--- src/core/sbu_regs.svh ---
// register offsets, field positions and reset values of the serial bus unit
`ifndef SBU_REGS_SVH
`define SBU_REGS_SVH
`define SBU_ADDR_W 8
`define SBU_OFS_CTRL 8'h00
`define SBU_OFS_STAT 8'h04
`define SBU_OFS_DATA 8'h08
`define SBU_OFS_CNT 8'h0C
`define SBU_OFS_LEN 8'h10
`define SBU_CTRL_COMM_EN 0
`define SBU_CTRL_MASTER_REQ 1
`define SBU_CTRL_SLV_TX_EN 2
`define SBU_CTRL_SLV_RX_EN 3
`define SBU_CTRL_W 4
`define SBU_CTRL_RST 4'h0
`define SBU_STAT_RST 8'h00
`define SBU_LEN_RST 8'h20
`define SBU_DATA_RST 8'h00
`define SBU_RESP_OKAY 2'h0
`define SBU_RESP_SLVERR 2'h2
`endif

--- src/core/sbu_pkg.sv ---
// types shared by the serial bus unit files
package sbu_pkg;
  // events from the bit-level protocol engine, one-cycle pulses except levels
  typedef struct packed {
    logic comm_start;
    logic arb_lost;
    logic slave_req;
    logic rx_valid;
    logic [7:0] rx_byte;
    logic rx_par;
    logic data_field;
    logic bcast;
    logic tx_req;
    logic tx_ack;
    logic tx_nack;
    logic end_comm;
    logic end_frame;
  } sbu_lnk_in_t;
  // answers and settings towards the protocol engine
  typedef struct packed {
    logic tx_valid;
    logic [7:0] tx_byte;
    logic rx_ack;
    logic rx_nack;
    logic abort;
    logic comm_en;
    logic master_req;
    logic slave_tx_enable_flag;
    logic slave_rx_en;
    logic [7:0] tel_len;
  } sbu_lnk_out_t;
  // sticky status, bit 7 down to bit 0
  typedef struct packed {
    logic comm_start;
    logic underrun;
    logic parity;
    logic end_frame;
    logic end_comm;
    logic arb_lost;
    logic slave_req;
    logic err;
  } sbu_stat_t;
  typedef enum logic [1:0] {
    SBU_IDLE,
    SBU_RUN,
    SBU_RETRY
  } sbu_state_t;
endpackage

--- src/core/sbu_par.sv ---
// parity check stage for received bytes, one cycle of latency
`timescale 1ns/100ps
module sbu_par #(
  parameter int W = 8,
  parameter bit ODD = 1'b0
) (
  // clock and reset
  input wire logic aclk,
  input wire logic aresetn,
  // received byte
  input wire logic in_valid,
  input wire logic [W-1:0] in_byte,
  input wire logic in_par,
  input wire logic in_df,
  input wire logic in_bc,
  // checked byte
  output logic out_valid,
  output logic [W-1:0] out_byte,
  output logic out_perr,
  output logic out_df,
  output logic out_bc
);
  logic [W:0] acc;
  genvar i;
  assign acc[0] = ODD;
  generate
    for (i = 0; i < W; i++) begin : g_par
      assign acc[i+1] = acc[i] ^ in_byte[i];
    end
  endgenerate
  always_ff @(posedge aclk) begin
    if (!aresetn) begin
      out_valid <= 1'b0;
      out_perr <= 1'b0;
      out_byte <= '0;
      out_df <= 1'b0;
      out_bc <= 1'b0;
    end else begin
      out_valid <= in_valid;
      out_perr <= in_valid && (acc[W] != in_par);
      out_byte <= in_byte;
      out_df <= in_df;
      out_bc <= in_bc;
    end
  end
endmodule

--- src/core/sbu_axil.sv ---
// axi4-lite slave front end: either order of address and data, one of each
`timescale 1ns/100ps
`include "sbu_regs.svh"
module sbu_axil #(
  parameter int AW = 8
) (
  // clock and reset
  input wire logic aclk,
  input wire logic aresetn,
  // axi4-lite
  input wire logic [AW-1:0] s_axi_awaddr,
  input wire logic s_axi_awvalid,
  output logic s_axi_awready,
  input wire logic [31:0] s_axi_wdata,
  input wire logic [3:0] s_axi_wstrb,
  input wire logic s_axi_wvalid,
  output logic s_axi_wready,
  output logic [1:0] s_axi_bresp,
  output logic s_axi_bvalid,
  input wire logic s_axi_bready,
  input wire logic [AW-1:0] s_axi_araddr,
  input wire logic s_axi_arvalid,
  output logic s_axi_arready,
  output logic [31:0] s_axi_rdata,
  output logic [1:0] s_axi_rresp,
  output logic s_axi_rvalid,
  input wire logic s_axi_rready,
  // register side
  output logic wr_en,
  output logic [AW-1:0] wr_addr,
  output logic [31:0] wr_data,
  output logic [3:0] wr_strb,
  input wire logic wr_hit,
  output logic rd_en,
  output logic [AW-1:0] rd_addr,
  input wire logic [31:0] rd_data,
  input wire logic rd_hit
);
  logic aw_take;
  logic w_take;
  logic ar_take;
  assign aw_take = s_axi_awvalid && s_axi_awready;
  assign w_take = s_axi_wvalid && s_axi_wready;
  assign ar_take = s_axi_arvalid && !s_axi_arready && !s_axi_rvalid;
  assign rd_addr = s_axi_araddr;
  always_ff @(posedge aclk) begin
    if (!aresetn) begin
      s_axi_awready <= 1'b1;
      s_axi_wready <= 1'b1;
      s_axi_bvalid <= 1'b0;
      s_axi_bresp <= `SBU_RESP_OKAY;
      wr_en <= 1'b0;
      wr_addr <= '0;
      wr_data <= '0;
      wr_strb <= '0;
    end else begin
      wr_en <= 1'b0;
      if (aw_take) begin
        s_axi_awready <= 1'b0;
        wr_addr <= s_axi_awaddr;
      end
      if (w_take) begin
        s_axi_wready <= 1'b0;
        wr_data <= s_axi_wdata;
        wr_strb <= s_axi_wstrb;
      end
      // both halves held, answer once; the write strobe rises with bvalid, the register takes it one edge later
      if (!s_axi_awready && !s_axi_wready && !s_axi_bvalid && !wr_en) begin
        wr_en <= 1'b1;
        s_axi_bvalid <= 1'b1;
        s_axi_bresp <= wr_hit ? `SBU_RESP_OKAY : `SBU_RESP_SLVERR;
      end
      if (s_axi_bvalid && s_axi_bready) begin
        s_axi_bvalid <= 1'b0;
        s_axi_awready <= 1'b1;
        s_axi_wready <= 1'b1;
      end
    end
  end
  always_ff @(posedge aclk) begin
    if (!aresetn) begin
      s_axi_arready <= 1'b0;
      s_axi_rvalid <= 1'b0;
      s_axi_rdata <= '0;
      s_axi_rresp <= `SBU_RESP_OKAY;
      rd_en <= 1'b0;
    end else begin
      s_axi_arready <= ar_take;
      rd_en <= ar_take && rd_hit;
      if (ar_take) begin
        s_axi_rvalid <= 1'b1;
        s_axi_rdata <= rd_data;
        s_axi_rresp <= rd_hit ? `SBU_RESP_OKAY : `SBU_RESP_SLVERR;
      end else if (s_axi_rvalid && s_axi_rready) begin
        s_axi_rvalid <= 1'b0;
      end
    end
  end
endmodule

--- src/core/sbu_core.sv ---
// serial bus unit: data register, nack/retry, parity and underrun handling
//
// Local design decisions: the AXI4-Lite register port and the placing of the registers.
`timescale 1ns/100ps
`include "sbu_regs.svh"
// What this block does
// - Flag parity mismatch; broadcast data-field parity error raises status interrupt.
// - Parity error outside data field: abort, status interrupt, back to start wait.
// - Individual data-field parity error: keep receiving, no interrupt, answer NACK.
// - Each transmit byte after the first is requested by the data-set interrupt.
// - Communication start raises status interrupt with error, slave request, arbitration.
// - Slave NACK in data field: resend same byte, no data-set interrupt.
// - Transmit byte missing in time: underrun, error interrupt, communication ends.
// - Master reception: byte to data register, data-set interrupt for DMA.
// - Device NACK in data field: no data-set interrupt, byte received again.
// - Byte still unread when next arrives: answer NACK automatically.
// - Transfer close raises status interrupt telling error, end of comm, end of frame.
module sbu_core
  import sbu_pkg::*;
#(
  parameter int AW = `SBU_ADDR_W,
  parameter int CNT_W = 8,
  parameter bit ODD_PARITY = 1'b0
) (
  // clock and reset
  input wire logic aclk,
  input wire logic aresetn,
  // axi4-lite register port
  input wire logic [AW-1:0] s_axi_awaddr,
  input wire logic s_axi_awvalid,
  output logic s_axi_awready,
  input wire logic [31:0] s_axi_wdata,
  input wire logic [3:0] s_axi_wstrb,
  input wire logic s_axi_wvalid,
  output logic s_axi_wready,
  output logic [1:0] s_axi_bresp,
  output logic s_axi_bvalid,
  input wire logic s_axi_bready,
  input wire logic [AW-1:0] s_axi_araddr,
  input wire logic s_axi_arvalid,
  output logic s_axi_arready,
  output logic [31:0] s_axi_rdata,
  output logic [1:0] s_axi_rresp,
  output logic s_axi_rvalid,
  input wire logic s_axi_rready,
  // protocol engine
  input wire sbu_pkg::sbu_lnk_in_t lnk_i,
  output sbu_pkg::sbu_lnk_out_t lnk_o,
  // interrupt and dma request pulses
  output logic data_set_irq,
  output logic comm_status_irq
);
  import sbu_pkg::*;

  logic wr_en;
  logic [AW-1:0] wr_addr;
  logic [31:0] wr_data;
  logic [3:0] wr_strb;
  logic wr_hit;
  logic rd_en;
  logic [AW-1:0] rd_addr;
  logic [31:0] rd_data;
  logic rd_hit;

  logic [`SBU_CTRL_W-1:0] ctrl_ff;
  logic [7:0] len_ff;
  logic [7:0] bus_data_reg_ff;
  logic dr_full_ff;
  logic [7:0] tx_byte_ff;
  sbu_stat_t stat_ff;
  sbu_stat_t stat_set;
  logic [CNT_W-1:0] cnt_ff;
  logic [CNT_W-1:0] nxt_cnt;
  sbu_state_t st_ff;
  sbu_lnk_out_t lnk_ff;
  logic dsi_ff;
  logic csi_ff;
  logic rx_late_ff;

  logic pv;
  logic [7:0] pbyte;
  logic pe;
  logic pdf;
  logic pbc;

  logic comm_en;
  logic active;
  logic start_ev;
  logic rx_hdr_err;
  logic rx_bc_err;
  logic rx_ind_nack;
  logic rx_busy_nack;
  logic rx_take;
  logic tx_under;
  logic tx_resend;
  logic tx_fresh;
  logic tx_next_req;
  logic dr_wr;
  logic dr_rd;

  sbu_axil #(
    .AW(AW)
  ) u_axil (
    .aclk(aclk),
    .aresetn(aresetn),
    .s_axi_awaddr(s_axi_awaddr),
    .s_axi_awvalid(s_axi_awvalid),
    .s_axi_awready(s_axi_awready),
    .s_axi_wdata(s_axi_wdata),
    .s_axi_wstrb(s_axi_wstrb),
    .s_axi_wvalid(s_axi_wvalid),
    .s_axi_wready(s_axi_wready),
    .s_axi_bresp(s_axi_bresp),
    .s_axi_bvalid(s_axi_bvalid),
    .s_axi_bready(s_axi_bready),
    .s_axi_araddr(s_axi_araddr),
    .s_axi_arvalid(s_axi_arvalid),
    .s_axi_arready(s_axi_arready),
    .s_axi_rdata(s_axi_rdata),
    .s_axi_rresp(s_axi_rresp),
    .s_axi_rvalid(s_axi_rvalid),
    .s_axi_rready(s_axi_rready),
    .wr_en(wr_en),
    .wr_addr(wr_addr),
    .wr_data(wr_data),
    .wr_strb(wr_strb),
    .wr_hit(wr_hit),
    .rd_en(rd_en),
    .rd_addr(rd_addr),
    .rd_data(rd_data),
    .rd_hit(rd_hit)
  );

  sbu_par #(
    .W(8),
    .ODD(ODD_PARITY)
  ) u_par (
    .aclk(aclk),
    .aresetn(aresetn),
    .in_valid(lnk_i.rx_valid),
    .in_byte(lnk_i.rx_byte),
    .in_par(lnk_i.rx_par),
    .in_df(lnk_i.data_field),
    .in_bc(lnk_i.bcast),
    .out_valid(pv),
    .out_byte(pbyte),
    .out_perr(pe),
    .out_df(pdf),
    .out_bc(pbc)
  );

  // address decode
  always_comb begin
    wr_hit = (wr_addr == `SBU_OFS_CTRL) || (wr_addr == `SBU_OFS_STAT) ||
             (wr_addr == `SBU_OFS_DATA) || (wr_addr == `SBU_OFS_LEN);
    rd_hit = wr_hit_rd(rd_addr) || (rd_addr == `SBU_OFS_CNT);
    rd_data = 32'h00000000;
    unique case (rd_addr)
      `SBU_OFS_CTRL: rd_data[`SBU_CTRL_W-1:0] = ctrl_ff;
      `SBU_OFS_STAT: rd_data[7:0] = stat_ff;
      `SBU_OFS_DATA: rd_data[7:0] = bus_data_reg_ff;
      `SBU_OFS_CNT: rd_data[CNT_W-1:0] = cnt_ff;
      `SBU_OFS_LEN: rd_data[7:0] = len_ff;
      default: rd_data = 32'h00000000;
    endcase
  end

  function automatic logic wr_hit_rd(input logic [AW-1:0] a);
    wr_hit_rd = (a == `SBU_OFS_CTRL) || (a == `SBU_OFS_STAT) ||
                (a == `SBU_OFS_DATA) || (a == `SBU_OFS_LEN);
  endfunction

  // event decode
  assign comm_en = ctrl_ff[`SBU_CTRL_COMM_EN];
  assign active = (st_ff != SBU_IDLE);
  assign start_ev = comm_en && lnk_i.comm_start;
  assign rx_hdr_err = active && pv && pe && !pdf;
  assign rx_bc_err = active && pv && pe && pdf && pbc;
  assign rx_ind_nack = active && pv && pe && pdf && !pbc;
  // unread byte blocks the new one; sender repeats it after the nack
  assign rx_busy_nack = active && pv && !pe && pdf && dr_full_ff;
  assign rx_take = active && pv && !pe && pdf && !dr_full_ff;
  assign tx_resend = active && lnk_i.tx_req && (st_ff == SBU_RETRY);
  assign tx_fresh = active && lnk_i.tx_req && (st_ff == SBU_RUN) && dr_full_ff;
  assign tx_under = active && lnk_i.tx_req && (st_ff == SBU_RUN) && !dr_full_ff;
  assign nxt_cnt = cnt_ff + CNT_W'(1);
  // no request after the last byte of the telegram
  assign tx_next_req = active && lnk_i.tx_ack &&
                       (nxt_cnt < CNT_W'(len_ff));
  assign dr_wr = wr_en && (wr_addr == `SBU_OFS_DATA) && wr_strb[0];
  // a byte stored at the edge the read was taken missed that read; keep it full
  assign dr_rd = rd_en && (rd_addr == `SBU_OFS_DATA) && !rx_late_ff;

  // sticky status causes
  always_comb begin
    stat_set = '0;
    stat_set.err = rx_hdr_err || rx_bc_err || tx_under;
    stat_set.parity = rx_hdr_err || rx_bc_err;
    stat_set.underrun = tx_under;
    stat_set.comm_start = start_ev;
    stat_set.slave_req = start_ev && lnk_i.slave_req;
    stat_set.arb_lost = start_ev && lnk_i.arb_lost;
    stat_set.end_comm = active && lnk_i.end_comm;
    stat_set.end_frame = active && lnk_i.end_frame;
  end

  // control register
  always_ff @(posedge aclk) begin
    if (!aresetn) begin
      ctrl_ff <= `SBU_CTRL_RST;
    end else if (wr_en && (wr_addr == `SBU_OFS_CTRL) && wr_strb[0]) begin
      ctrl_ff <= wr_data[`SBU_CTRL_W-1:0];
    end
  end

  // telegram length register
  always_ff @(posedge aclk) begin
    if (!aresetn) begin
      len_ff <= `SBU_LEN_RST;
    end else if (wr_en && (wr_addr == `SBU_OFS_LEN) && wr_strb[0]) begin
      len_ff <= wr_data[7:0];
    end
  end

  // status: write one to clear, a cause in the same cycle wins
  always_ff @(posedge aclk) begin
    if (!aresetn) begin
      stat_ff <= `SBU_STAT_RST;
    end else if (wr_en && (wr_addr == `SBU_OFS_STAT) && wr_strb[0]) begin
      stat_ff <= (stat_ff & ~wr_data[7:0]) | stat_set;
    end else begin
      stat_ff <= stat_ff | stat_set;
    end
  end

  // sequence state
  always_ff @(posedge aclk) begin
    if (!aresetn) begin
      st_ff <= SBU_IDLE;
    end else if (start_ev) begin
      st_ff <= SBU_RUN;
    end else if (!comm_en || rx_hdr_err || tx_under || lnk_i.end_comm) begin
      st_ff <= SBU_IDLE;
    end else if (active && lnk_i.tx_nack && lnk_i.data_field) begin
      st_ff <= SBU_RETRY;
    end else if (tx_resend) begin
      st_ff <= SBU_RUN;
    end
  end

  // data register: filled by software/dma on send, by the link on receive
  always_ff @(posedge aclk) begin
    if (!aresetn) begin
      bus_data_reg_ff <= `SBU_DATA_RST;
    end else if (rx_take) begin
      bus_data_reg_ff <= pbyte;
    end else if (dr_wr) begin
      bus_data_reg_ff <= wr_data[7:0];
    end
  end

  // data register occupancy; a fill wins over an empty in the same cycle
  always_ff @(posedge aclk) begin
    if (!aresetn) begin
      dr_full_ff <= 1'b0;
    end else if (rx_take || dr_wr) begin
      dr_full_ff <= 1'b1;
    end else if (tx_fresh || dr_rd) begin
      dr_full_ff <= 1'b0;
    end
  end

  // store at the edge a read is taken, remembered for the read-clear one edge later
  always_ff @(posedge aclk) begin
    if (!aresetn) begin
      rx_late_ff <= 1'b0;
    end else begin
      rx_late_ff <= rx_take;
    end
  end

  // byte on the wire is kept so a nack can resend it unchanged
  always_ff @(posedge aclk) begin
    if (!aresetn) begin
      tx_byte_ff <= 8'h00;
    end else if (tx_fresh) begin
      tx_byte_ff <= bus_data_reg_ff;
    end
  end

  // bytes moved in this communication
  always_ff @(posedge aclk) begin
    if (!aresetn) begin
      cnt_ff <= '0;
    end else if (start_ev) begin
      cnt_ff <= '0;
    end else if (rx_take || (active && lnk_i.tx_ack)) begin
      cnt_ff <= nxt_cnt;
    end
  end

  // answers to the protocol engine
  always_ff @(posedge aclk) begin
    if (!aresetn) begin
      lnk_ff <= '0;
      lnk_ff.tel_len <= `SBU_LEN_RST;
    end else begin
      lnk_ff.tx_valid <= tx_fresh || tx_resend;
      lnk_ff.tx_byte <= tx_fresh ? bus_data_reg_ff : tx_byte_ff;
      lnk_ff.rx_ack <= rx_take;
      lnk_ff.rx_nack <= rx_ind_nack || rx_busy_nack;
      lnk_ff.abort <= rx_hdr_err || tx_under;
      lnk_ff.comm_en <= ctrl_ff[`SBU_CTRL_COMM_EN];
      lnk_ff.master_req <= ctrl_ff[`SBU_CTRL_MASTER_REQ];
      lnk_ff.slave_tx_enable_flag <= ctrl_ff[`SBU_CTRL_SLV_TX_EN];
      lnk_ff.slave_rx_en <= ctrl_ff[`SBU_CTRL_SLV_RX_EN];
      lnk_ff.tel_len <= len_ff;
    end
  end
  assign lnk_o = lnk_ff;

  // data-set pulse; nacked or retried bytes never request dma
  always_ff @(posedge aclk) begin
    if (!aresetn) begin
      dsi_ff <= 1'b0;
    end else begin
      dsi_ff <= rx_take || tx_next_req;
    end
  end

  // status pulse, once per cycle with any new cause
  always_ff @(posedge aclk) begin
    if (!aresetn) begin
      csi_ff <= 1'b0;
    end else begin
      csi_ff <= |stat_set;
    end
  end
  assign data_set_irq = dsi_ff;
  assign comm_status_irq = csi_ff;

endmodule

--- config.mk ---
export PLATFORM = sky130hd
export DESIGN_NAME = sbu_core
export DESIGN_NICKNAME = d
export VERILOG_FILES = /design/src/core/sbu_pkg.sv /design/src/core/sbu_par.sv /design/src/core/sbu_axil.sv /design/src/core/sbu_core.sv
export VERILOG_INCLUDE_DIRS = /design/src /design/src/core
export SDC_FILE = /design/constraint.sdc
export NUM_CORES = 1
export LEC_CHECK = 0
export BUFFER_PORTS_ARGS = -buffer_cell sky130_fd_sc_hd__buf_2
export CORE_MARGIN = 2
export CORE_UTILIZATION = 46
export CTS_BUF_LIST = sky130_fd_sc_hd__clkbuf_16
export DETAILED_ROUTE_END_ITERATION = 10
export HOLD_SLACK_MARGIN = 0.1
export PLACE_DENSITY = 0.75
export SYNTH_ARGS = -nofsm -noshare
export SYNTH_HDL_FRONTEND = slang
export SYNTH_SLANG_ARGS = --single-unit
--- constraint.sdc ---
create_clock -name aclk -period 2.3 [get_ports aclk]
set_input_delay 0.23 -clock aclk [delete_from_list [all_inputs] [get_ports aclk]]
set_output_delay 0.23 -clock aclk [all_outputs]
set_load 0.01 [all_outputs]
== After elaboration in Yosys (flattened, before gate mapping) ==
Cells that the tools add are included.

* Add/sub/neg operators: 1
* Multiply operators: 0
* Div/mod/pow operators: 0
* Magnitude comparators: 1
* Equality and inequality tests: 10
* Shifts and indexed selects: 0
* Multiplexer cells: 17
* Bitwise operators: 12
* Reductions and logical operators: 88

{| class="wikitable"
|+ Operators by type and width
! cell !! count
|-
| 1-bit logical AND || 45
|-
| 8-bit 2-to-1 mux || 4
|-
| 8-bit by 4-bit == test with 1-bit output, second input constant || 3
|-
| 4-bit one-hot mux with 5 select lines || 1
|-
| 1-bit logical OR || 19
|-
| 8-bit by 3-bit == test with 1-bit output, second input constant || 2
|-
| 8-bit by 5-bit == test with 1-bit output, second input constant || 2
|-
| 8-bit logical NOT || 2
|-
| 8-bit bitwise OR || 2
|-
| 4-bit one-hot mux with 4 select lines || 1
|-
| 1-bit logical NOT || 12
|-
| 2-bit nonzero test || 5
|-
| 8-bit by 1-bit adder with 8-bit output, second input constant || 1
|-
| 8-bit AND || 1
|-
| 8-bit less-than comparator || 1
|-
| 2-bit 2-to-1 mux || 4
|-
| 8-bit NOT || 1
|-
| 8-bit OR reduction || 1
|-
| 1-bit 2-to-1 mux || 7
|-
| 1-bit bitwise XOR || 7
|-
| 4-bit nonzero test || 1
|-
| 2-bit OR reduction || 2
|-
| 3-bit OR reduction || 1
|-
| 2-bit by 1-bit == test with 1-bit output, second input constant || 1
|-
| 3 further kinds || 3
|}

* Bits in registers: 113
* Bits in latches: 0
* RAM bits: 0
* Bits in read-only memories: 0
* Input bits: 79
* Memories kept: 0

== Longest topological paths before layout ==
Gate-level depths: netlist of the first run.

* Word-level depth: 9
* Mapped depth: 9

== Modules after synthesis ==
Synthesis of the first run repeated with hierarchy kept, for this count alone.

* Cell total of the unflattened synthesis: 767
* Area, all modules: 7148.1 um^2

{| class="wikitable"
|+ Modules (own cells, without submodules)
! module !! instances !! cells each !! area an instance (um^2) !! seq. area each (um^2)
|-
| sbu_axil || 1 || 379 || 3662.3 || 1701.6
|-
| sbu_core || 1 || 355 || 3080.5 || 1301.2
|-
| sbu_par || 1 || 33 || 405.4 || 240.2
|}

== Least setup slack after synthesis of the first run ==
No wires, ideal clock.

* Path kind: register to register
* Start point: reg cnt_ff[2]
* End point: reg dsi_ff, in the netlist data_set_irq
* Data arrival time: 2169 ps
* Setup slack: 74 ps
* Cell stages (with the launch flop): 10
* Path buffers: 1
* Clock period less this slack: 2226 ps
* Cells stage by stage: dfxtp_1 > nand3_1 > or2_2 > clkbuf_1 > nor2_1 > xor2_1 > ha_1 > a2111oi_0 > a21boi_0 > a211o_1

* Longest elaborated chain between the ends: 4

{| class="wikitable"
|+ RTL lines
! what !! RTL line !! source
|-
| start, declared || sbu_core.sv:72 || <nowiki>logic [CNT_W-1:0] cnt_ff;</nowiki>
|-
| start signal, assigned || sbu_core.sv:298 || <nowiki>cnt_ff <= nxt_cnt;</nowiki>
|-
| 8-bit by 1-bit adder with 8-bit output || sbu_core.sv:186 || <nowiki>assign nxt_cnt = cnt_ff + CNT_W'(1);</nowiki>
|-
| via nxt_cnt[7] || sbu_core.sv:73 || <nowiki>logic [CNT_W-1:0] nxt_cnt;</nowiki>
|-
| 8-bit less-than comparator || sbu_core.sv:189 || <nowiki>(nxt_cnt < CNT_W'(len_ff));</nowiki>
|-
| 1-bit logical AND || sbu_core.sv:188 || <nowiki>assign tx_next_req = active && lnk_i.tx_ack &&</nowiki>
|-
| 1-bit logical OR || sbu_core.sv:327 || <nowiki>dsi_ff <= rx_take || tx_next_req;</nowiki>
|-
| end signal, assigned || sbu_core.sv:327 ||
|-
| end, declared || sbu_core.sv:76 || <nowiki>logic dsi_ff;</nowiki>
|}

The timed path passes the listed nets, and every way through them passes these cells.
A chain may end at the register's enable or synchronous reset.

== Worst setup path in the final report of the first run ==
* Start point: reg cnt_ff[1]
* End point: reg dsi_ff, in the netlist data_set_irq

Same word-level chain as after synthesis.

==> metrics.md, run 1 <==
| Metric | Value |
|---|---|
| CP arrival | `2.46 ns` |
| FF-to-FF setup slack | `0.13 ns` |
| FILL cells | `973` |
| Input/output buffers | `92` |
| Min cycle time layout | `2.169 ns` |
| EDFF count, synth | `0` |
| Pint | `2.916 mW` |
| Outcome | `completed` |
| Maximum VDD drop | `0.4549 mV` |
| Combinational group share of total power | `0.069` |
| Worst Path Required | `about 2.6 ns` |
| CP bufs+invs | `0` |
| Largest net degree at the start of global routing | `39` |
| Commonest non-fill, non-tap cell in the layout | `dfxtp_1` |
| Hold_sp | `lnk_i[16]` |
| Gr usage total | `0.1988` |
| RSZ-0062 raised after global routing | `no` |
| Post-route setup slack | `0.1306 ns` |
| Seq pwr share | `0.525` |
| Worst Hold Depth | `2` |
| Die width | `106.5 µm` |
| Core area | `10280 µm²` |
| Post-CTS setup buffers | `0` |
| Final GP Congestion | `a little over 0.8` |
| Final setup violation count | `0` |
| Site Rows | `37` |
| Final #Nets | `700` |
| Clock Sinks | `111` |
| Vias | `3880` |
| Max Cap Violations | `0` |
| Die ar. | `11340 µm²` |
| Leakage | `2.446 nW` |
| P&R area growth vs syn | `16.26%` |
| Final period util | `0.9432` |
| YS warnings | `0` |
| Detailed Place HPWL | `roughly 8200 µm` |
| Starting density of the core | `0.4702` |
| Synthesized area per cell | `9.117 µm²` |
| Count of final hold-check violations | `0` |
| Max-slew headroom | `0.5808` |
| Final setup TNS | `0 ns` |
| First-iteration detailed-routing DRC count | `125` |
| Reg2reg end | `data_set_irq` |
| ANT cells | `0` |
| Routed wire length | `10970 µm` |
| Placed insts | `737` |
| Pwr/cell area | `~680 nW/µm²` |
| Critical path launch point type | `flip-flop` |
| Post-DR wirelength/cell | `14.55 µm` |
| Vias per cell | `5.146` |
| Synth top area share | `0.4599` |
| Multi-input gate area | `2345 µm²` |
| CTS Buffer Depth | `2` |
| Cells after Synth | `530` |
| Critical-path cell list | `ha_2, nand3_1, or2_2, xnor2_1, ha_1, a2111oi_4, a21boi_0, a211o_1` |
| Setup Skew | `0.008175 ns` |
| Net switching power | `0.8948 mW` |
| R2R cell count | `8` |
| Setup WS pre-CTS | `0.01564 ns` |
| CTS root buf | `clkbuf_16` |
| Cell at the slowest stage of the critical path | `dfxtp_1` |
| H-tree depth | `3` |
| Number of remaining DRC errors | `0` |
| Measured slew at the worst slew-check pin | `0.6222 ns` |
| Reg2Reg Launch Point | `cnt_ff[1]` |
| Hold Crit Class | `input port to flip-flop` |
| Clock latency on the worst-skew pair | `0.34 ns` |
| ANT nets after route | `0` |
| Top cell family by delay on the critical path | `compound AO/OA/AOI/OAI gates` |
| Post-synth ARST share | `0` |
| CP Class | `flip-flop to flip-flop` |
| CP endpoint kind | `flip-flop` |
| Distinct cells, synth | `55` |
| Chip Height | `106.5 µm` |
| Post-synth top area cell | `dfxtp_1` |
| Gr ovfl total | `0` |
| Slew Limit Fails | `0` |
| Worst path max stage delay | `between 0.3 and 0.4 ns` |
| Global-route wire length before repair | `17910 µm` |
| Non-filler cells, final | `754` |
| Synth area leaders | `dfxtp_1 46%, mux2i_1 6.8%, a21oi_1 5.1%` |
| Cts bufs inserted | `9` |
| Num ports | `roughly 150` |
| Antenna violations before repair | `0` |
| Register area | `2225 µm²` |
| Crit-path max FO | `4` |
| Sequential fraction of the synthesis area | `0.4599` |
| Most frequent cells in the layout | `109 x dfxtp_1, 92 x buf_2, 53 x nand2_1` |
| Switching share of power | `0.2348` |
| Fmax | `461.0 MHz` |
| Synth Register Bits | `111` |
| DRT Pass-1 Iters | `4` |
| Ys flop type | `dfxtp_1` |
| Mapped Area | `4832 µm²` |
| Vias in the first global route | `around 3700` |
| Share of cells above drive strength 1 | `0.2136` |
| Proportion of power drawn by the clock network | `0.406` |
| Clock transition at path regs | `0.07 ns` |
| CTS tree | `done` |
| Worst hold path endpoint | `u_par.out_valid` |
area by class of cell:
class | instances | share of cell area
repair buffers | 100 | 0.09310
multi-input cells | 376 | 0.4174
inverters | 15 | 0.01002
clock inverters | 7 | 0.01314
well taps | 136 | 0.03029
clock buffers | 9 | 0.04009
flip-flops and latches | 111 | 0.3960
cell usage after synthesis (all sizes together), types with 5 or more instances:
cell    instances
a21boi          7
a21oi          49
a22oi           5
and2           21
buf            31
clkbuf         22
dfxtp         111
ha              8
inv            15
mux2i          33
nand2          53
nand3          20
nor2           31
o21a            7
o21ai          32
o22ai           5
or3             6
or4             5
xnor2           9
logic make-up (layout without fill, tap and decap cells):
kind of cell    Yosys count  count (layout)  synth area share
fa+ha+maj                 8               8           0.02072
simple gates            163             163            0.1766
compound gates          132             132            0.1668
mux                      33              33           0.06836
xor+xnor                 14              14           0.02822
other cells               1              26         0.0007761
buf+inv                  68             131           0.07871
flops                   111             111            0.4599
registers in the layout, summed over array words and instances (netlist names), 2 cells and up:
name,flops
lnk_o,24
bus_data_reg_ff,8
cnt_ff,8
len_ff,8
stat_ff,8
u_axil.s_axi_rdata,8
u_axil.wr_addr,8
u_axil.wr_data,8
u_par.out_byte,8
ctrl_ff,4
st_ff,2
worst reg2reg max path, delay by kind of cell, from the launching register on:
family	cells	cell delay [ns]
fa+ha+maj	2	0.45
compound gates	3	0.70
simple gates	2	0.45
flops	1	0.38
xor+xnor	1	0.15
through the flow:
step	area (µm²)	power (mW)	utilization	hold WS [ns]
after global routing	5618	3.966	0.5466	0.1154
after global placement	5285	2.300	0.5142	0.4426
final	5618	3.811	0.5466	0.1078
after CTS	5595	3.829	0.5444	0.1067
after detailed placement	5285	2.307	0.5142	0.4482
after floorplan	4926	2.240	-	0.3461
worst max path at each step:
stage / startpoint / endpoint / slack [ns] / cells after the start
after floorplan: cnt_ff[2] / data_set_irq / 0.07 / 9
after global placement: cnt_ff[0] / data_set_irq / 0.15 / 8
after detailed placement: cnt_ff[0] / data_set_irq / 0.02 / 8
after CTS: cnt_ff[0] / data_set_irq / 0.006 / 8
after global routing: cnt_ff[1] / data_set_irq / 0.02 / 8
final: cnt_ff[1] / data_set_irq / 0.13 / 8
routing by layer:
metal | part of all wire | track usage
met4 | 0.020 | 0.07792
met1 | 0.46 | 0.2685
met2 | 0.46 | 0.3155
met5 | 0 | 0
met3 | 0.058 | 0.03679
timing repair:
item                       4_1_cts  5_1_grt
setup endpoints to repair        1        1
gates cloned                     0        0
hold endpoints to repair         1        0
hold buffers                     1        0
gates resized for setup          1        5
power groups by stage:
stage | sequential [mW] | combinational, mW | clock [mW]
6_report | 2.00 | 0.263 | 1.55
5_1_grt | 2.01 | 0.296 | 1.66
4_1_cts | 2.00 | 0.264 | 1.56
3_5_place_dp | 2.05 | 0.261 | 0
3_3_place_gp | 2.04 | 0.256 | 0
2_1_floorplan | 2.03 | 0.208 | 0
No activity file was read; power rests on OpenSTA's default activity.
==> run 2, diff against run 1 <==
- CORE_UTILIZATION: 46 -> 51
- PLACE_DENSITY: 0.75 -> 0.79
- clock period: 2.3 -> 2.4 ns (I/O delays scaled with it)
==> metrics.md, run 2 (synthesized netlist as in run 1, its figures left out) <==
| Metric | Value |
|---|---|
| H-tree depth | `3 (unchanged)` |
| Num ports | `146 (unchanged)` |
| Clock transition at path regs | `0.07 ns (about the same)` |
| Worst path max stage delay | `0.40 ns (+0.02 ns)` |
| P&R area growth vs syn | `15.30%` |
| Cts bufs inserted | `9 (unchanged)` |
| Outcome | `completed` |
| RSZ-0062 raised after global routing | `no` |
| Cell at the slowest stage of the critical path | `dfxtp_2` |
| Vias | `3957 (+2.0%)` |
| FILL cells | `820 (-16%)` |
| Post-DR wirelength/cell | `15.15 µm (+4.1%)` |
| ANT cells | `0 (unchanged)` |
| Vias per cell | `5.458 (+6.1%)` |
| CP arrival | `2.53 ns (+0.07 ns)` |
| Starting density of the core | `0.5254 (+0.05527)` |
| Most frequent cells in the layout | `108 x dfxtp_1, 92 x buf_2, 53 x nand2_1` |
| Count of final hold-check violations | `0 (unchanged)` |
| Setup Skew | `0.007133 ns (-0.001042 ns)` |
| Die width | `101.3 µm (-4.8%)` |
| Slew Limit Fails | `0 (unchanged)` |
| Final GP Congestion | `0.8510 (+3.7%)` |
| CP Class | `flip-flop to flip-flop` |
| Chip Height | `101.3 µm (-4.8%)` |
| Pwr/cell area | `674.2 nW/µm² (-0.61%)` |
| Final setup violation count | `0 (unchanged)` |
| Critical path launch point type | `flip-flop` |
| Final core utilization | `0.6059 (+0.05922)` |
| CP endpoint kind | `flip-flop` |
| Crit-path max FO | `5 (+1)` |
| Maximum VDD drop | `0.3460 mV (-24%)` |
| Largest net degree at the start of global routing | `39 (unchanged)` |
| Worst Path Required | `2.69 ns (+0.10 ns)` |
| Detailed Place HPWL | `8158 µm (-0.61%)` |
| DRT Pass-1 Iters | `5 (+1)` |
| Placed insts | `709 (-3.8%)` |
| Max Cap Violations | `0 (unchanged)` |
| Global-route wire length before repair | `17570 µm (-1.9%)` |
| Number of remaining DRC errors | `0 (unchanged)` |
| Core area | `9196 µm² (-11%)` |
| Leakage | `2.452 nW (+0.24%)` |
| CTS root buf | `clkbuf_16` |
| Routed wire length | `10980 µm (+0.11%)` |
| ANT nets after route | `0 (unchanged)` |
| Measured slew at the worst slew-check pin | `0.6276 ns (+0.005425 ns)` |
| Die ar. | `10270 µm² (-9.4%)` |
| Fmax | `446.2 MHz (-3.2%)` |
| Post-CTS Hold Fix Bufs | `0 (-1)` |
| Critical-path cell list | `ha_2, nand3_1, or2_2, xnor2_1, ha_1, a2111oi_2, a21boi_1, a211o_1` |
| Final #Nets | `696 (-0.57%)` |
| Min cycle time layout | `2.241 ns (+0.07164 ns)` |
| Non-filler cells, final | `725 (-3.8%)` |
| Setup WS pre-CTS | `-0.04594 ns (-0.06158 ns)` |
| Gr usage total | `0.2185 (+0.01964)` |
| CTS tree | `done` |
| First-iteration detailed-routing DRC count | `189 (+51%)` |
| Gr ovfl total | `0 (unchanged)` |
| Max-slew headroom | `0.5772 (-0.003655)` |
| Design Area, Final | `5572 µm² (-0.82%)` |
| Max reg flops | `24 (unchanged)` |
| Post-CTS setup buffers | `0 (unchanged)` |
| Vias in the first global route | `3779 (+3.2%)` |
| Input/output buffers | `92 (unchanged)` |
| Clock Sinks | `111 (unchanged)` |
| CTS Buffer Depth | `2 (unchanged)` |
| Site Rows | `35 (-5.4%)` |
| Clock latency on the worst-skew pair | `0.34 ns (about the same)` |
| Post-route setup slack | `0.1589 ns (+0.02836 ns)` |
| Commonest non-fill, non-tap cell in the layout | `dfxtp_1` |
| Final period util | `0.9338 (-0.009452)` |
| Placed instance area | `5231 µm² (-1.0%)` |
| Share of cells above drive strength 1 | `0.2134 (-0.0002372)` |
| Hold Crit Class | `input port to flip-flop` |
| Antenna violations before repair | `0 (unchanged)` |
-- run 2: cell count changes in the layout (fill, tap and decap cells not counted), sizes merged --
cell,previous run,this run
buf,99,96
clkinv,3,2
inv,15,17
clkinvlp,3,1
bufinv,1,2
dlygate4sd3,1,0
-- run 2: stage by stage --
step / setup TNS (ns) / hold slack, ns / total power, mW
floorplan: 0 / 0.3561 / 2.147
global placement: 0 / 0.4419 / 2.204
detailed placement: -0.04594 / 0.4456 / 2.214
CTS: 0 / 0.1098 / 3.769
global route: 0 / 0.1240 / 3.876
finish: 0 / 0.1182 / 3.756
-- run 2: cell type report --
type	instances	area (µm²)	area share
Clock buffer	9	225.2	0.04042
Clock inverter	7	97.59	0.01752
Inverter	15	56.30	0.01011
Multi-Input combinational cell	376	2337	0.4195
Sequential cell	111	2226	0.3995
Tap cell	111	138.9	0.02493
Timing Repair Buffer	96	490.5	0.08803
-- run 2: worst paths after layout --
check / cells after the start / startpoint / slack [ns] / endpoint
worst min-delay path: 2 / lnk_i[5] / 0.12 / u_par.out_bc
worst min register to register: 2 / lnk_o[21] / 0.45 / lnk_o[21]
worst max-delay path: 8 / cnt_ff[0] / 0.16 / data_set_irq
worst max register to register: 8 / cnt_ff[0] / 0.16 / data_set_irq
-- run 2: timing repair --
action                                  CTS  global route
endpoints found under the hold margin     0             0
endpoints found under the setup margin    1             1
gates resized for setup                   2             6
-- run 2: where the power goes --
group          internal [mW]  switching [mW]
clock network          0.918           0.665
registers               1.88          0.0388
logic                  0.105           0.150
total                   2.90           0.854
-- run 2: per-layer routing --
metal | track usage | vias up | wire length (µm)
met5 | 0 | - | 0
met2 | 0.3724 | 145 | 5245
li1 | - | 1946 | -
met4 | 0.08420 | 0 | 213
met3 | 0.03727 | 18 | 675
met1 | 0.2768 | 1848 | 4849
-- run 2: worst max-delay path: cells and delay by family, from the launching register on --
family / cells / cell delay [ns]
compound gates: 3 / 0.71
xor+xnor: 1 / 0.14
fa+ha+maj: 2 / 0.42
flops: 1 / 0.40
simple gates: 2 / 0.51
==> run 3, diff against run 2 <==
- clock period: 2.4 -> 2.5 ns (I/O delays scaled with it)
==> metrics.md, run 3 (synthesized netlist as in run 1, its figures left out) <==
| Metric | Value |
|---|---|
| Max-slew headroom | `0.5656 (-0.01163)` |
| Cts bufs inserted | `9 (unchanged)` |
| Starting density of the core | `0.5254 (unchanged)` |
| CTS tree | `done` |
| First-iteration detailed-routing DRC count | `152 (-20%)` |
| Largest net degree at the start of global routing | `39 (unchanged)` |
| Routed wire length | `10690 µm (-2.7%)` |
| Final GP Congestion | `0.8443 (-0.79%)` |
| Setup crit start | `cnt_ff[0]` |
| Max reg flops | `24 (unchanged)` |
| Die ar. | `10270 µm² (unchanged)` |
| Outcome | `completed` |
| CTS root buf | `clkbuf_16` |
| Measured slew at the worst slew-check pin | `0.6457 ns (+0.01812 ns)` |
| CP Class | `flip-flop to flip-flop` |
| Maximum VDD drop | `0.3247 mV (-6.2%)` |
| Site Rows | `35 (unchanged)` |
| Cell at the slowest stage of the critical path | `dfxtp_1` |
| Share of cells above drive strength 1 | `0.2085 (-0.004886)` |
| CP endpoint kind | `flip-flop` |
| CTS Buffer Depth | `2 (unchanged)` |
| Chip Height | `101.3 µm (unchanged)` |
| Pwr/cell area | `620.8 nW/µm² (-7.9%)` |
| Vias in the first global route | `3668 (-2.9%)` |
| Clock latency on the worst-skew pair | `0.34 ns (about the same)` |
| Final setup TNS | `0 ns (unchanged)` |
| Number of remaining DRC errors | `0 (unchanged)` |
| Critical path launch point type | `flip-flop` |
| Crit-path max FO | `6 (+1)` |
| Commonest non-fill, non-tap cell in the layout | `dfxtp_1` |
| Antenna violations before repair | `0 (unchanged)` |
| Gr usage total | `0.2117 (-0.006721)` |
| Vias per cell | `5.366 (-1.7%)` |
| Setup Skew | `0.005748 ns (-0.001385 ns)` |
| Reg2Reg Launch Point | `cnt_ff[0]` |
| Hold_sp | `lnk_i[5]` |
| ANT nets after route | `0 (unchanged)` |
| Final #Nets | `696 (unchanged)` |
| Input/output buffers | `92 (unchanged)` |
| Global-route wire length before repair | `17110 µm (-2.6%)` |
| Clock transition at path regs | `0.07 ns (about the same)` |
| Fmax | `436.2 MHz (-2.2%)` |
| Num ports | `146 (unchanged)` |
| CP arrival | `2.58 ns (+0.05 ns)` |
| Gr ovfl total | `0 (unchanged)` |
| Core area | `9196 µm² (unchanged)` |
| Max Cap Violations | `0 (unchanged)` |
| Vias | `3890 (-1.7%)` |
| Detailed Place HPWL | `8139 µm (-0.23%)` |
| Critical-path cell list | `nand3_1, or2_2, nor2_1, xor2_1, ha_1, a2111oi_2, a21boi_0, a211o_1` |
| Worst path max stage delay | `0.42 ns (+0.02 ns)` |
| Post-DR wirelength/cell | `14.75 µm (-2.7%)` |
| Count of final hold-check violations | `0 (unchanged)` |
| ANT cells | `0 (unchanged)` |
| CP bufs+invs | `0 (unchanged)` |
| Leakage | `2.429 nW (-0.94%)` |
| Min cycle time layout | `2.293 ns (+0.05147 ns)` |
| Die width | `101.3 µm (unchanged)` |
| Worst Path Required | `2.79 ns (+0.10 ns)` |
| Clock Sinks | `111 (unchanged)` |
| Final setup violation count | `0 (unchanged)` |
| Most frequent cells in the layout | `110 x dfxtp_1, 92 x buf_2, 53 x nand2_1` |
| H-tree depth | `3 (unchanged)` |
| Hold Crit Class | `input port to flip-flop` |
| Final period util | `0.9170 (-0.01676)` |
| RSZ-0062 raised after global routing | `no` |
| Total Power | `3.426 mW (-8.8%)` |
| DRT Pass-1 Iters | `4 (-1)` |
| Top cell family by delay on the critical path | `simple AND/OR/NAND/NOR gates` |
| P&R area growth vs syn | `14.22%` |
| Slew Limit Fails | `0 (unchanged)` |
==> run 3: worst paths after layout <==
path	to	slack, ns	cells past startpoint
hold reg to reg	lnk_o[20]	0.46	2
setup / recovery	data_set_irq	0.21	8
hold / removal	u_par.out_bc	0.11	2
setup reg to reg	data_set_irq	0.21	8
==> run 3: metrics by stage <==
| step | worst slack, ns | cells | util | area (µm²) | hold WS (ns) |
|---|---|---|---|---|---|
| after floorplan | 0.2735 | 555 | - | 4926 | 0.3661 |
| after global placement | 0.2435 | 709 | 0.5688 | 5231 | 0.4422 |
| after detailed placement | 0.1408 | 709 | 0.5688 | 5231 | 0.4466 |
| after CTS | 0.09218 | 725 | 0.5993 | 5512 | 0.1080 |
| after global routing | 0.02190 | 725 | 0.6001 | 5519 | 0.1220 |
| final | 0.2075 | 725 | 0.6001 | 5519 | 0.1121 |
==> run 3: repair_timing <==
item | 4_1_cts | 5_1_grt
setup buffers | 0 | 0
setup endpoints to repair | 0 | 1
hold buffers | 0 | 0
gates resized for setup | 0 | 3
==> run 3: cell type report <==
type,count,area (µm²)
Multi-Input combinational cell,376,2330
Sequential cell,111,2223
Fill cell,805,3677
Clock buffer,9,225.2
Tap cell,111,138.9
Inverter,15,56.30
Clock inverter,7,55.05
Timing Repair Buffer,96,490.5
==> run 3: layer usage <==
metal	track usage	part of all wire	vias to the layer above
met5	0	0	-
met4	0.07069	0.017	0
met3	0.03865	0.067	18
met2	0.3591	0.48	137
met1	0.2728	0.44	1785
li1	-	-	1950
==> run 3: power breakdown <==
group	internal [mW]	total, mW	switching, mW	leakage [nW]
sequential	1.80	1.84	0.0359	0.902
clock	0.685	1.34	0.659	0.132
combinational	0.101	0.243	0.142	1.39
==> run 3: worst register-to-register path: cells and delay by family, from the launching register on <==
kind	cells	cell delay, ns
AO/OA/AOI/OAI	3	0.67
AND/OR/NAND/NOR	3	0.69
XOR/XNOR	1	0.17
adder cells (fa/ha/maj)	1	0.28
flip-flops	1	0.42
